[src/hdl/scan_pkg.sv]
package scan_pkg;
	// Register byte offsets on the Avalon-MM slave.
	// The list window sits at 0x40 so that all sixteen entries get a word of their own.
	localparam logic [6:0] CTRL_OFS = 7'h00;
	localparam logic [6:0] COUNT_OFS = 7'h04;
	localparam logic [6:0] STAT_OFS = 7'h08;
	localparam logic [6:0] DONE_OFS = 7'h0c;
	localparam logic [6:0] PACE_OFS = 7'h10;
	localparam logic [6:0] SAMPLE_OFS = 7'h14;
	localparam logic [6:0] LIST_OFS = 7'h40;
	// Control register field positions.
	localparam int CTRL_START_BIT = 0;
	localparam int CTRL_ABORT_BIT = 1;
	localparam int CTRL_EXTPACE_BIT = 2;
	localparam int CTRL_SYNCIN_BIT = 3;
	localparam int CTRL_GATED_BIT = 4;
	localparam int CTRL_DIFF_BIT = 5;
	localparam int CTRL_TRIGEN_BIT = 6;
	localparam int CTRL_TRIGFALL_BIT = 7;
	localparam int LIST_LEN_LSB = 8;
	// Scan list geometry.
	localparam int LIST_DEPTH = 16;
	localparam int CHAN_W = 3;
	localparam int RANGE_W = 3;
	localparam int CODE_W = 14;
	// Reset values.
	localparam logic [31:0] CTRL_RST = 32'h0000_0000;
	localparam logic [15:0] PACE_RST = 16'h01a1;
	// Pacer limit: 48 kS/s aggregate at a 20 MHz clock.
	localparam int CLK_HZ = 20000000;
	localparam int MAX_RATE_HZ = 48000;
	localparam logic [15:0] MIN_PACE_CYC = 16'((CLK_HZ + MAX_RATE_HZ - 1) / MAX_RATE_HZ);
	// Gain codes per range selector: 1,2,4,5,8,10,16,20.
	localparam logic [4:0] GAIN_SE = 5'h02;
	// Full-scale codes.
	localparam logic [13:0] FS_DIFF = 14'h3fff;
	localparam logic [13:0] FS_SE = 14'h1fff;
	// Settling delay between applying channel/gain and starting a conversion.
	localparam logic [3:0] SETTLE_CYC = 4'h8;

	// One scan list entry.
	typedef struct packed {
		logic [RANGE_W-1:0] range;
		logic [CHAN_W-1:0] chan;
	} entry_t;

	// Front-end setting handed to the multiplexer and amplifier.
	typedef struct packed {
		logic [CHAN_W-1:0] chan;
		logic [4:0] gain;
		logic diff;
	} front_t;
endpackage : scan_pkg

[src/hdl/sync_edge.sv]
`timescale 1ns/10ps
`default_nettype none
// Two-stage synchroniser with rising and falling edge pulses.
module sync_edge
	import scan_pkg::*;
(
	input wire logic clk_in,
	input wire logic rstn_in,
	input wire logic pin_in,
	output logic rise_out,
	output logic fall_out
);
	logic meta_r;
	logic sync_r;
	logic last_r;

	// The first stage feeds only the second stage.
	always_ff @(posedge clk_in or negedge rstn_in) begin
		if (!rstn_in) begin
			meta_r <= 1'b0;
			sync_r <= 1'b0;
			last_r <= 1'b0;
		end else begin
			meta_r <= pin_in;
			sync_r <= meta_r;
			last_r <= sync_r;
		end
	end

	// Edge pulses last one cycle.
	assign rise_out = sync_r & ~last_r;
	assign fall_out = ~sync_r & last_r;
endmodule : sync_edge
`default_nettype wire

[src/hdl/adc_scan_sequencer.sv]
`timescale 1ns/10ps
`default_nettype none
module adc_scan_sequencer
	import scan_pkg::*;
(
	input wire logic clk_in,
	input wire logic rstn_in,
	input wire logic [6:0] avs_address,
	input wire logic avs_read,
	input wire logic avs_write,
	input wire logic [31:0] avs_writedata,
	output logic [31:0] avs_readdata,
	output logic avs_waitrequest,
	input wire logic external_trigger_input,
	input wire logic sync_in,
	output logic sync_out,
	output logic sync_oe_n_out,
	output var front_t front_out,
	output logic conv_start_out,
	input wire logic conv_done_in,
	input wire logic conv_over_in,
	input wire logic [CODE_W-1:0] conv_code_in,
	output logic [CODE_W-1:0] sample_out,
	output logic sample_valid_out,
	output logic busy_out
);
	typedef enum {IDLE, WAIT_PACE, SETTLE, CONVERT} state_t;

	entry_t list_mem [LIST_DEPTH];
	logic [31:0] ctrl_r;
	logic [31:0] count_r;
	logic [31:0] done_r;
	logic [15:0] pace_r;
	logic [15:0] pace_cnt_r;
	logic pacer_clk_r;
	logic pace_tick;
	logic [3:0] idx_r;
	logic [3:0] settle_r;
	logic skip_r;
	logic ack_r;
	logic ext_rise;
	logic trig_rise;
	logic trig_fall;
	logic trig_hit;
	logic req;
	logic start_cmd;
	logic [3:0] last_idx;
	logic [4:0] gain_nxt;
	logic [CODE_W-1:0] code_nxt;
	entry_t cur;
	state_t state_r;

	assign last_idx = ctrl_r[LIST_LEN_LSB +: 4];
	assign cur = list_mem[idx_r];

	// Bus accepts each request one cycle after it appears.
	assign avs_waitrequest = (avs_read | avs_write) & ~ack_r;
	always_ff @(posedge clk_in or negedge rstn_in) begin
		if (!rstn_in) begin
			ack_r <= 1'b0;
		end else begin
			ack_r <= (avs_read | avs_write) & ~ack_r;
		end
	end

	// Control, count and pacing registers.
	always_ff @(posedge clk_in or negedge rstn_in) begin
		if (!rstn_in) begin
			ctrl_r <= CTRL_RST;
			count_r <= 32'h0000_0000;
			pace_r <= PACE_RST;
		end else begin
			ctrl_r[CTRL_START_BIT] <= 1'b0;
			ctrl_r[CTRL_ABORT_BIT] <= 1'b0;
			if (avs_write && ack_r) begin
				case (avs_address)
					CTRL_OFS: ctrl_r <= avs_writedata & 32'h0000_0fff;
					COUNT_OFS: count_r <= avs_writedata;
					PACE_OFS: begin
						// Never faster than the sustainable aggregate rate.
						pace_r <= (avs_writedata[15:0] < MIN_PACE_CYC) ? MIN_PACE_CYC : avs_writedata[15:0];
					end
					default: ;
				endcase
			end
		end
	end

	// Scan list storage, writable only while no scan runs.
	always_ff @(posedge clk_in) begin
		if (avs_write && ack_r && avs_address[6] && state_r == IDLE) begin
			list_mem[avs_address[5:2]] <= avs_writedata[CHAN_W+RANGE_W-1:0];
		end
	end

	// Read mux; unmapped addresses read zero.
	always_ff @(posedge clk_in or negedge rstn_in) begin
		if (!rstn_in) begin
			avs_readdata <= 32'h0000_0000;
		end else if (avs_read && !ack_r) begin
			case (avs_address)
				CTRL_OFS: avs_readdata <= ctrl_r;
				COUNT_OFS: avs_readdata <= count_r;
				STAT_OFS: avs_readdata <= {26'h0, idx_r, skip_r, busy_out};
				DONE_OFS: avs_readdata <= done_r;
				PACE_OFS: avs_readdata <= {16'h0, pace_r};
				SAMPLE_OFS: avs_readdata <= {18'h0, sample_out};
				default: avs_readdata <= avs_address[6] ? {26'h0, list_mem[avs_address[5:2]]} : 32'h0000_0000;
			endcase
		end
	end

	// Internal pacer, free running; its square wave drives the sync pin.
	always_ff @(posedge clk_in or negedge rstn_in) begin
		if (!rstn_in) begin
			pace_cnt_r <= 16'h0000;
			pacer_clk_r <= 1'b0;
		end else if (pace_cnt_r >= pace_r - 16'h0001) begin
			pace_cnt_r <= 16'h0000;
			pacer_clk_r <= 1'b1;
		end else begin
			pace_cnt_r <= pace_cnt_r + 16'h0001;
			if (pace_cnt_r == (pace_r >> 1)) begin
				pacer_clk_r <= 1'b0;
			end
		end
	end
	assign pace_tick = (pace_cnt_r >= pace_r - 16'h0001);

	// Sync pin direction: output unless software selects input.
	assign sync_oe_n_out = ctrl_r[CTRL_SYNCIN_BIT];
	assign sync_out = pacer_clk_r;

	sync_edge u_sync (
		.clk_in(clk_in),
		.rstn_in(rstn_in),
		.pin_in(sync_in),
		.rise_out(ext_rise),
		.fall_out()
	);
	sync_edge u_trig (
		.clk_in(clk_in),
		.rstn_in(rstn_in),
		.pin_in(external_trigger_input),
		.rise_out(trig_rise),
		.fall_out(trig_fall)
	);

	// Trigger edge selection.
	assign trig_hit = ctrl_r[CTRL_TRIGFALL_BIT] ? trig_fall : trig_rise;
	assign start_cmd = ctrl_r[CTRL_TRIGEN_BIT] ? trig_hit : ctrl_r[CTRL_START_BIT];

	// Conversion request: external edges only when the pin is an input.
	assign req = (ctrl_r[CTRL_EXTPACE_BIT] && ctrl_r[CTRL_SYNCIN_BIT]) ? ext_rise :
		(ctrl_r[CTRL_EXTPACE_BIT] ? 1'b0 : pace_tick);

	// Gain table and channel limit.
	always_comb begin
		front_t f;
		f = '0;
		f.diff = ctrl_r[CTRL_DIFF_BIT];
		f.chan = ctrl_r[CTRL_DIFF_BIT] ? {1'b0, cur.chan[1:0]} : cur.chan;
		case (cur.range)
			3'h0: gain_nxt = 5'h01;
			3'h1: gain_nxt = 5'h02;
			3'h2: gain_nxt = 5'h04;
			3'h3: gain_nxt = 5'h05;
			3'h4: gain_nxt = 5'h08;
			3'h5: gain_nxt = 5'h0a;
			3'h6: gain_nxt = 5'h10;
			default: gain_nxt = 5'h14;
		endcase
		f.gain = ctrl_r[CTRL_DIFF_BIT] ? gain_nxt : GAIN_SE;
		front_out = f;
	end

	// Result clamp and width.
	always_comb begin
		if (ctrl_r[CTRL_DIFF_BIT]) begin
			code_nxt = conv_over_in ? FS_DIFF : conv_code_in;
		end else begin
			code_nxt = conv_over_in ? FS_SE : {1'b0, conv_code_in[12:0]};
		end
	end

	// Sequencer.
	always_ff @(posedge clk_in or negedge rstn_in) begin
		if (!rstn_in) begin
			state_r <= IDLE;
			idx_r <= 4'h0;
			done_r <= 32'h0000_0000;
			settle_r <= 4'h0;
			skip_r <= 1'b0;
			conv_start_out <= 1'b0;
			sample_out <= '0;
			sample_valid_out <= 1'b0;
		end else begin
			conv_start_out <= 1'b0;
			sample_valid_out <= 1'b0;
			if (ctrl_r[CTRL_ABORT_BIT]) begin
				state_r <= IDLE;
			end else begin
				case (state_r)
					IDLE: begin
						if (start_cmd && count_r != 32'h0) begin
							idx_r <= 4'h0;
							done_r <= 32'h0000_0000;
							// First external pulse is dropped only in continuous mode.
							skip_r <= ctrl_r[CTRL_EXTPACE_BIT] & ~ctrl_r[CTRL_GATED_BIT];
							state_r <= WAIT_PACE;
						end
					end
					WAIT_PACE: begin
						if (req) begin
							if (skip_r) begin
								skip_r <= 1'b0;
							end else begin
								settle_r <= SETTLE_CYC;
								state_r <= SETTLE;
							end
						end
					end
					SETTLE: begin
						// Front end already shows this entry; wait for it to settle.
						if (settle_r == 4'h0) begin
							conv_start_out <= 1'b1;
							state_r <= CONVERT;
						end else begin
							settle_r <= settle_r - 4'h1;
						end
					end
					CONVERT: begin
						if (conv_done_in) begin
							sample_out <= code_nxt;
							sample_valid_out <= 1'b1;
							done_r <= done_r + 32'h1;
							idx_r <= (idx_r >= last_idx) ? 4'h0 : idx_r + 4'h1;
							state_r <= (done_r + 32'h1 >= count_r) ? IDLE : WAIT_PACE;
						end
					end
					default: state_r <= IDLE;
				endcase
			end
		end
	end
	assign busy_out = (state_r != IDLE);

	wrap_a: assert property (@(posedge clk_in) disable iff (!rstn_in)
		(state_r == CONVERT && conv_done_in && idx_r >= last_idx && !ctrl_r[CTRL_ABORT_BIT]) |=> idx_r == 4'h0)
		else $error("list did not wrap");
	stop_a: assert property (@(posedge clk_in) disable iff (!rstn_in)
		(state_r == CONVERT && conv_done_in && done_r + 32'h1 >= count_r && !ctrl_r[CTRL_ABORT_BIT]) |=> !busy_out) else $error("scan kept running");
	clamp_a: assert property (@(posedge clk_in) disable iff (!rstn_in)
		(state_r == CONVERT && conv_done_in && conv_over_in && ctrl_r[CTRL_DIFF_BIT] && !ctrl_r[CTRL_ABORT_BIT]) |=> sample_out == FS_DIFF) else $error("no full scale");
	se_width_a: assert property (@(posedge clk_in) disable iff (!rstn_in)
		sample_valid_out && !ctrl_r[CTRL_DIFF_BIT] |-> sample_out[13] == 1'b0) else $error("single-ended too wide");
	se_gain_a: assert property (@(posedge clk_in) disable iff (!rstn_in)
		!ctrl_r[CTRL_DIFF_BIT] |-> front_out.gain == GAIN_SE) else $error("single-ended gain wrong");
	pin_dir_a: assert property (@(posedge clk_in) disable iff (!rstn_in)
		!ctrl_r[CTRL_SYNCIN_BIT] |-> !sync_oe_n_out && sync_out == pacer_clk_r) else $error("sync not driven");
	skip_first_a: assert property (@(posedge clk_in) disable iff (!rstn_in)
		(state_r == WAIT_PACE && skip_r && req && !ctrl_r[CTRL_ABORT_BIT]) |=> state_r == WAIT_PACE) else $error("first pulse used");
	setup_a: assert property (@(posedge clk_in) disable iff (!rstn_in)
		conv_start_out |-> $stable(front_out) && $past(state_r) == SETTLE) else $error("start before setup");
	rate_a: assert property (@(posedge clk_in) disable iff (!rstn_in)
		pace_r >= MIN_PACE_CYC) else $error("pacer too fast");
	start_a: assert property (@(posedge clk_in) disable iff (!rstn_in)
		(state_r == IDLE && start_cmd && count_r != 32'h0 && !ctrl_r[CTRL_ABORT_BIT]) |=> idx_r == 4'h0 && busy_out) else $error("scan did not start at zero");
	// Start, pacing and first-pulse handling for the trigger and the external clock.
	trig_start_a: assert property (@(posedge clk_in) disable iff (!rstn_in)
		(state_r == IDLE && ctrl_r[CTRL_TRIGEN_BIT] && trig_hit && count_r != 32'h0 && !ctrl_r[CTRL_ABORT_BIT]) |=> busy_out)
		else $error("trigger edge did not start a scan");
	ext_req_a: assert property (@(posedge clk_in) disable iff (!rstn_in)
		(state_r == WAIT_PACE && !skip_r && ctrl_r[CTRL_EXTPACE_BIT] && ctrl_r[CTRL_SYNCIN_BIT] && ext_rise
		&& !ctrl_r[CTRL_ABORT_BIT]) |=> state_r == SETTLE) else $error("external edge not taken");
	no_skip_a: assert property (@(posedge clk_in) disable iff (!rstn_in)
		(state_r == IDLE && start_cmd && count_r != 32'h0 && !ctrl_r[CTRL_ABORT_BIT]
		&& (ctrl_r[CTRL_GATED_BIT] || !ctrl_r[CTRL_EXTPACE_BIT])) |=> !skip_r) else $error("pulse dropped");

	scan_c: cover property (@(posedge clk_in) disable iff (!rstn_in) busy_out ##1 !busy_out);
	wrap_c: cover property (@(posedge clk_in) disable iff (!rstn_in) sample_valid_out && idx_r == 4'h0 && done_r > 32'h1);
	ext_c: cover property (@(posedge clk_in) disable iff (!rstn_in) conv_start_out && ctrl_r[CTRL_EXTPACE_BIT]);
endmodule : adc_scan_sequencer
`default_nettype wire

[config.mk]
export PLATFORM = sky130hd
export DESIGN_NAME = adc_scan_sequencer
export DESIGN_NICKNAME = d
export VERILOG_FILES = /design/src/hdl/scan_pkg.sv /design/src/hdl/sync_edge.sv /design/src/hdl/adc_scan_sequencer.sv
export SDC_FILE = /design/constraint.sdc
export NUM_CORES = 1
export LEC_CHECK = 0
export BUFFER_PORTS_ARGS = -buffer_cell sky130_fd_sc_hd__buf_2
export CORE_MARGIN = 4
export CORE_UTILIZATION = 45
export CTS_BUF_LIST = sky130_fd_sc_hd__clkbuf_16
export CTS_CLUSTER_DIAMETER = 80
export DETAILED_ROUTE_END_ITERATION = 16
export PLACE_DENSITY = 0.68
export SLEW_MARGIN = 25
export SYNTH_ARGS = -nofsm -noshare
export SYNTH_HDL_FRONTEND = slang
export SYNTH_SLANG_ARGS = --single-unit
[constraint.sdc]
create_clock -name clk_in -period 4.4 [get_ports clk_in]
set_input_delay 1.1 -clock clk_in [delete_from_list [all_inputs] [get_ports clk_in]]
set_output_delay 1.1 -clock clk_in [all_outputs]
set_load 0.02 [all_outputs]
# Word level (Yosys, flattened, before mapping)
# Memory sizes are Yosys's and may differ from the RTL's.
# Index checks and enable logic that the tools add are counted.
[totals]
ff_bits = 205
ram_bits = 96
in_bits = 61
out_inout_bits = 61
wordCells = 143
n_memories = 1
[op_classes]
n_addsub = 5
order_cmp = 4
n_eq_ne = 25
muxes = 48
bitwise_logic = 12
n_reduce_logical = 26
[mem_list]
columns = ["name", "depth", "word_bits", "read_ports", "rd_clocked_by_memory_dff", "write_ports", "line", "text"]
rows = [
  ["list_mem", 16, 6, 2, 0, 1, "adc_scan_sequencer.sv:29", "entry_t list_mem [LIST_DEPTH];"],
]
[ops]
columns = ["operator", "n"]
rows = [
  ["$mux W32", 8],
  ["$pmux W32 S6", 1],
  ["$pmux W32 S4", 1],
  ["$eq A32 B2 Y1 const B", 2],
  ["$logic_not A32 Y1", 2],
  ["$pmux W32 S2", 1],
  ["$reduce_bool A32 Y1", 2],
  ["$pmux W5 S7", 1],
  ["$add A32 B1 Y32 const B", 1],
  ["$eq A32 B1 Y1 const B", 1],
  ["$ge A32 B32 Y1", 1],
  ["$mux W16", 2],
  ["$mux W14", 2],
  ["$mux W4", 6],
  ["$mux W1", 17],
  ["$add A16 B1 Y16 const B", 1],
  ["$eq A16 B15 Y1", 1],
  ["$ge A16 B16 Y1", 1],
  ["$lt A16 B9 Y1 const B", 1],
  ["$pmux W4 S2", 2],
  ["$sub A16 B1 Y16 const B", 1],
  ["$ne A3 B3 Y1 const B", 5],
  ["$eq A7 B4 Y1 const B", 2],
  ["$eq A7 B5 Y1 const B", 2],
  ["other kinds (27)", 56],
]

# Logic depth before layout (Yosys ltp)
# Gate-level depths: netlist (run 1).
[logic_depth]
depth_word = 8
mapped_depth = 16
depth_no_buf = 15

# By module
# A second synthesis (run 1) with hierarchy kept.
[unflattened]
cells_unflattened = 1312
area_unflattened_um2 = 14796.7
[modules_own_cells]
columns = ["mod", "instances", "cells_each", "area_per_inst_um2", "seq_area_each_um2"]
rows = [
  ["adc_scan_sequencer", 1, 1302, 14616.5, 7116.8],
  ["sync_edge", 2, 5, 90.1, 75.1],
]

# Least setup slack after synthesis (run 1)
# Ideal clock, no wire load.
[synth_path]
path_kind = "register -> output"
startpoint = "register idx_r[0]"
endpoint = "output port front_out[1] (netlist name)"
arrival_time_ns = 2.372
required_ns = 3.300
setup_slack_ns = 0.928
path_stages_with_launch = 6
n_path_buf = 1
cell_sequence = "dfrtp_1 buf_2 mux4_2 mux4_2 xor2_1 nor3b_1"
[synth_rtl]
columns = ["element", "line", "text"]
rows = [
  ["from (decl)", "adc_scan_sequencer.sv:37", "logic [3:0] idx_r;"],
  ["from (signal assigned)", "adc_scan_sequencer.sv:237", "idx_r <= (idx_r >= last_idx) ? 4'h0 : idx_r + 4'h1;"],
  ["to (decl)", "adc_scan_sequencer.sv:18", "output var front_t front_out,"],
]

==> qor.txt, run 1 <==
Synth Area per Inst - 11.2 sq um
part of the power in registers - 42.6%
min-delay src - u_sync.meta_r
post-DP HPWL - 28300 um
Gate power share - 22.8%
min Tclk post-route - 4060 ps
cell family with most CP delay - multiplexers
Layout Area Growth over Synthesis - 14.1%
TritonRoute pass-1 iters - 5
Distinct cells, synth - 63
Layout Nets - 1520
TritonCTS buffer count - 29
Die Y - 187 um
setup TNS - 0 ps
RSZ-0062 raised after global routing - no
Slowest cell on crit path - dfrtp_2
Clock Pin Slew Worst Setup and Hold Paths - 60 ps
vias in the first global route - 10900
Synth Area in Simple Gates - 13.3%
#FFs+latches synth - 271
Max-slew headroom - 39.8%
Hold WC Path Type - reg -> reg
Ys Warns - 0
asr flop ratio synth - 64.6%
total clock sinks - 271
die area - 35100 sq um
worst slew pin tran - 900 ps
reg-to-reg setup timing slack - 550 ps
CP most frequent cell - mux4_2
leakage - 7.07 nW
fin. max-slew vios - 0
Fin Clk Skew - 7.73 ps
CP Class - reg -> out
top cells by area, synth - dfrtp_1 30%, edfxtp_1 20%, mux4_2 9.8%
adder-cell area share of the yosys netlist - 5.28%
final setup violation count - 0
Hold Vio Cnt, Final - 0
Required @ worst endpoint - 3300 ps
Synth Instances - 1292
peak supply drop - 0.344 mV
Worst Path Arrival - 2960 ps
dominant cell type by area after synthesis - dfrtp_1
xor-xnor portion of the synthesized cell area - 4.48%
largest net degree at the start of global routing - 93
P_int - 4.94 mW
combinational family with the most area after synthesis - simple AND/OR/NAND/NOR gates
max-capacitance violation count - 0
antenna violations before repair - 1
clock latency at the later pin of the worst-skew pair - 550 ps
GRT Util Overall - 21.6%
PortBufs - 121
CTS H-tree lvls - 1
mux cell area share after synthesis - 11.4%
Initial Util - 45.7%
post-synth top area share - 29.6%
CTS max path bufs - 3
buffers and inverters on the worst path - 2
total vias in the final route - 11000
Multi-input gate area - 6700 sq um
clock root cell - clkbuf_16
layout cells sized above 1 - 20.9%
post-route ant nets - 0
pwr/cell area - 436 nW/um^2
Rows - 65
number of synthesized flops with an enable pin - 96
type of element capturing the critical path - output port
reg-to-reg critical path startpoint - done_r[0]
num ports - 122
net load switching power - 2.25 mW
leading cell types by count after synthesis - 171 x dfrtp_1, 154 x nand2_1, 108 x o21ai_0
Mapped Area - 14500 sq um
Total Power - 7.19 mW
Main synth FF type - dfrtp_1
Core Area - 31600 sq um
Net Sw Frac - 31.2%
Worst Setup SP - idx_r[0]
Critical Path Source Type - flip-flop
DRC errors left - 0
clock power share - 34.5%
final wirelength - 39100 um
CP max FO - 15
status - finished clean
CP cell instances - buf_4 > mux4_2 > mux4_2 > nor3b_1 > buf_2
Seq/Total Area, Yosys - 50.2%
TritonCTS clock tree - built
DR vias/cell - 6.02
gpl congestion - 0.879
Synth Area in Compound Gates - 11.7%
fillers - 2729
Mapped Nets - 1414
ant diodes - 0
Max Fclk - 0.246 GHz
routed length per instance - 21.4 um
Register Area - 7270 sq um
first-pass GRT wire length - 61000 um
count leader, synth - dfrtp_1
Die Span X - 187 um
DRT iter0 DRCs - 1028
period utilization - 92.3%
post-layout util - 52.1%
CP peak stage delay - 670 ps
total gr overflow - 0
Post-CTS Setup Inserts - 0
==> worst paths after layout <==
check,endpoint,depth (start not counted)
min in group asynchronous,count_r[18],1
min reg2reg,u_sync.sync_r,0
max,front_out[1],5
max in group asynchronous,idx_r[0],2
max reg2reg,state_r[0],14
min,u_sync.sync_r,0
==> metrics by stage <==
step / hold slack (ps) / worst slack [ps] / cells / instance area [sq um]
after global routing: 365 / 172 / 1823 / 16500
final: 349 / 339 / 1823 / 16500
after CTS: 351 / 2.47 / 1823 / 16500
after floorplan: 331 / 928 / 1292 / 14500
after detailed placement: 337 / 611 / 1769 / 15500
after global placement: 336 / 625 / 1769 / 15500
==> final cells by class <==
type	instances	share of cell area, %
clock buffers	29	4.40
clock inverters	25	1.48
inverters	53	1.21
multi-input cells	893	40.6
flip-flops and latches	271	44.1
well taps	402	3.05
repair buffers	150	5.20
==> power by group through the flow <==
stage / logic (mW) / registers (mW) / clock network [mW]
after global routing: 1.79 / 3.09 / 2.63
after detailed placement: 1.64 / 3.11 / 0
after floorplan: 1.09 / 3.08 / 0
after global placement: 1.60 / 3.10 / 0
final: 1.64 / 3.07 / 2.48
after CTS: 1.65 / 3.06 / 2.53
==> flip-flops by register name (all words and copies together), names as in the netlist, 4 cells and up <==
signal and count:
list_mem 96, idx_r 4, avs_readdata 32, pace_cnt_r 16, count_r 32, ctrl_r 12
settle_r 4, pace_r 16, sample_out 14, done_r 32
==> cells in the final DEF, fill, tap and decap left out, types with 5 or more instances in the layout <==
master / instances
a211oi_1: 5
a21o_1: 11
a21oi_1: 43
a221oi_1: 5
a222oi_1: 8
a22o_1: 18
a22oi_1: 25
a31oi_1: 27
and3_1: 16
buf_2: 119
buf_4: 28
bufinv_16: 5
clkbuf_16: 29
clkinv_1: 9
clkinv_2: 8
dfrtp_1: 170
edfxtp_1: 96
ha_1: 61
inv_1: 54
mux2_2: 17
mux4_2: 63
nand2_1: 154
nand2b_1: 17
nand3_1: 30
nand4_1: 13
nor2_1: 91
nor2b_1: 7
nor3_1: 21
nor4_1: 19
o21ai_0: 108
xnor2_1: 35
xor2_1: 39
==> kinds of logic after synthesis <==
logic type	after synthesis
AND/OR/NAND/NOR	404
AO/OA/AOI/OAI	270
multiplexers	84
buffers and inverters	128
XOR/XNOR	74
flip-flops	271
adder cells (fa/ha/maj)	61
==> worst register-to-register path: cells and delay by family (launching register included) <==
family          cells  cell delay (ps)
xor+xnor            1              140
simple gates        7             1700
flops               1              460
fa+ha+maj           2              600
compound gates      4              830
==> timing repair <==
action                     in CTS  in global routing
resized for setup               0                  1
setup endpoints to repair       0                  4
hold buffers                    0                  0
==> routing by layer <==
metal	GRT usage [%]	vias up	wire length [um]
li1	-	4973	-
met1	28.9	5509	15900
met2	36.9	421	19400
met3	3.75	72	2840
met4	5.55	2	970
met5	0	-	11
No activity file was read; power rests on OpenSTA's default activity.
==> run 2: changes to the inputs <==
- ABC_AREA: default -> 1
==> run 2 against run 1 <==
Against the previous run: first-iteration DRC count up 46%; synthesized cell count up 39%; critical path depth grew 6; synthesized area rose by 3.8%; non-clock buffer count is 6 lower; wire length up 21%; global-route usage increased by 4.2 points; register-to-register slack improved by 240 ps; critical path type unchanged; largest cell class unchanged; largest power group unchanged.
==> qor.txt, run 2 <==
most frequent cells in the layout - 362 x nand2_1, 235 x inv_1, 179 x nor2_1
die area - 36400 sq um (+3.7%)
clock latency at the later pin of the worst-skew pair - 570 ps (+20 ps)
Initial Util - 45.9% (+0.20 points)
top cells by area, synth - dfrtp_1 28%, edfxtp_1 19%, nand2_1 9.0%
commonest non-fill, non-tap cell in the layout - nand2_1
post-route ant nets - 0 (unchanged)
leakage - 8.02 nW (+13%)
post-DP HPWL - 34800 um (+23%)
Mapped Nets - 1918 (+36%)
RSZ-0062 raised after global routing - no
layout cells sized above 1 - 12.3% (-8.6 points)
#FFs+latches synth - 271 (unchanged)
min-delay src - u_sync.meta_r
worst slew pin tran - 1030 ps (+129 ps)
CTS resizes - 0 (unchanged)
post-layout util - 52.5% (+0.36 points)
flip-flop count of the largest register after layout - 96 (unchanged)
asr flop ratio synth - 64.6% (unchanged)
r2r endpoint - settle_r[0]
Hold Vio Cnt, Final - 0 (unchanged)
Seq/Total Area, Yosys - 48.4% (-1.9 points)
fillers - 3069 (+12%)
Clock Pin Slew Worst Setup and Hold Paths - 60 ps (about the same)
CP peak stage delay - 790 ps (+120 ps)
first-pass GRT wire length - 74500 um (+22%)
PortBufs - 121 (unchanged)
final setup violation count - 0 (unchanged)
Layout Area Growth over Synthesis - 14.3%
Core Area - 32700 sq um (+3.4%)
type of element capturing the critical path - output port
CTS Hold Bufs - 0 (unchanged)
Slowest cell on crit path - clkinv_1
max layer used - met4
largest net degree at the start of global routing - 110 (+18%)
CP max FO - 31 (+16)
Max Fclk - 0.238 GHz (-3.4%)
total vias in the final route - 13400 (+22%)
placed cell area - 16100 sq um (+3.5%)
TritonCTS clock tree - built
hold depth - 0 (unchanged)
gpl congestion - 1.01 (+15%)
DR vias/cell - 5.64 (-6.3%)
CTS H-tree lvls - 1 (unchanged)
vias in the first global route - 13100 (+20%)
Met1 Wirelength - 20700 um (+30%)
Max-slew headroom - 31.0% (-8.8 points)
ant diodes - 0 (unchanged)
num ports - 122 (unchanged)
fin area - 17200 sq um (+4.1%)
Fin Clk Skew - 21.5 ps (+13.8 ps)
number of synthesized flops with an enable pin - 96 (unchanged)
leading cell types by count after synthesis - 362 x nand2_1, 232 x inv_1, 180 x nor2_1
count leader, synth - nand2_1
DRT iter0 DRCs - 1500 (+46%)
total gr overflow - 0 (unchanged)
CP Class - reg -> out
max-capacitance violation count - 0 (unchanged)
dominant cell type by area after synthesis - dfrtp_1
Synth Instances - 1796 (+39%)
Mapped Area - 15000 sq um (+3.8%)
reg-to-reg critical path startpoint - pace_r[1]
Post-CTS Setup Inserts - 0 (unchanged)
Ys Warns - 0 (unchanged)
total clock sinks - 271 (unchanged)
CP cell instances - clkinv_1 > a21oi_1 > o21ai_0 > o21ai_0 > a21oi_1 > o21ai_0 > nand2_1 > inv_1 > nand2_1 > nor2_1 > buf_2
post-synth top area share - 28.5% (-1.1 points)
cell family with most CP delay - buffers and inverters
Synth Area per Inst - 8.36 sq um (-25%)
worst hold endpoint - u_sync.sync_r
routed length per instance - 20.0 um (-6.6%)
DRC errors left - 0 (unchanged)
wire length on met3 - 4770 um (+68%)
met2 WL - 20500 um (+5.7%)
Distinct cells, synth - 49 (-22%)
CP most frequent cell - o21ai_0
CTS max path bufs - 3 (unchanged)
reg-to-reg setup timing slack - 790 ps (+240 ps)
status - finished clean
buffers and inverters on the worst path - 3 (+1)
setup TNS - 0 ps (unchanged)
Worst Path Arrival - 3100 ps (+140 ps)
TritonRoute pass-1 iters - 6 (+1)
peak supply drop - 0.331 mV (-4.0%)
Die Span X - 191 um (+1.8%)
TritonCTS buffer count - 30 (+3.4%)
pwr/cell area - 398 nW/um^2 (-8.7%)
Hold WC Path Type - reg -> reg
fin. max-slew vios - 0 (unchanged)
antenna violations before repair - 0 (-1)
GRT Util Overall - 25.8% (+4.2 points)
Worst Setup SP - idx_r[1]
period utilization - 95.5% (+3.2 points)
Critical Path Source Type - flip-flop
reg2reg path depth - 20 (+6)
min Tclk post-route - 4200 ps (+143 ps)
Main synth FF type - dfrtp_1
clock root cell - clkbuf_16
Rows - 66 (+1.5%)
Layout Nets - 2026 (+33%)
final wirelength - 47400 um (+21%)
Required @ worst endpoint - 3300 ps (about the same)
Die Y - 191 um (+1.8%)
run 2: cell types whose count changed after synthesis, sizes merged, moves of 18 or more:
cell    delta
nand3     +68
inv      +183
nor2     +102
a31oi     -25
xnor2     -29
o22ai     +52
o211ai    +33
mux4      -63
a22o      -18
a21oi     +55
o21ai     +28
nand2    +213
run 2: power breakdown:
group | switching, mW | internal, mW
Sequential | 0.128 | 2.75
Combinational | 0.810 | 0.339
Clock | 1.07 | 1.74
Total | 2.01 | 4.83
run 2: cell families (layout without fill, tap and decap cells):
| family | after synthesis | after routing | share of synthesized area [%] |
|---|---|---|---|
| and+or+nand+nor | 739 | 739 | 21.4 |
| adders and majority gates | 61 | 61 | 5.08 |
| AOI/OAI and AO/OA | 377 | 377 | 14.7 |
| xor gates and xnor gates | 44 | 44 | 2.67 |
| buffers and inverters | 304 | 436 | 7.84 |
| DFF | 271 | 271 | 48.4 |
run 2: worst max-delay path by stage:
stage / to / slack, ps / cells after the start
2_1_floorplan: settle_r[0] / 1460 / 19
3_3_place_gp: list_mem[13][1] / 1000 / 6
3_5_place_dp: settle_r[0] / 830 / 20
4_1_cts: front_out[3] / 490 / 10
5_1_grt: front_out[1] / 2 / 11
6_report: front_out[3] / 200 / 11
run 2: layout make-up:
cell class,instances,area [sq um],area share [%]
Tap cell,442,553,3.22
Sequential cell,271,7270,42.3
Clock buffer,31,776,4.52
Clock inverter,25,327,1.90
Multi-Input combinational cell,1221,6570,38.3
Timing Repair Buffer,144,787,4.58
Inverter,236,886,5.16
run 2: metrics by stage:
| stage | hold WS [ps] | instances | power (mW) | setup WS [ps] |
|---|---|---|---|---|
| 2_1_floorplan | 331 | 1796 | 3.61 | 1460 |
| 3_3_place_gp | 336 | 2314 | 4.03 | 1000 |
| 3_5_place_dp | 339 | 2314 | 4.05 | 830 |
| 4_1_cts | 354 | 2370 | 6.85 | 487 |
| 5_1_grt | 365 | 2370 | 7.11 | 1.76 |
| 6_report | 354 | 2370 | 6.83 | 196 |
run 2: metal layers:
| metal | track usage [%] | vias up |
|---|---|---|
| li1 | - | 6272 |
| met4 | 7.40 | 0 |
| met2 | 39.0 | 679 |
| met1 | 37.4 | 6307 |
| met5 | 0 | - |
| met3 | 5.71 | 117 |
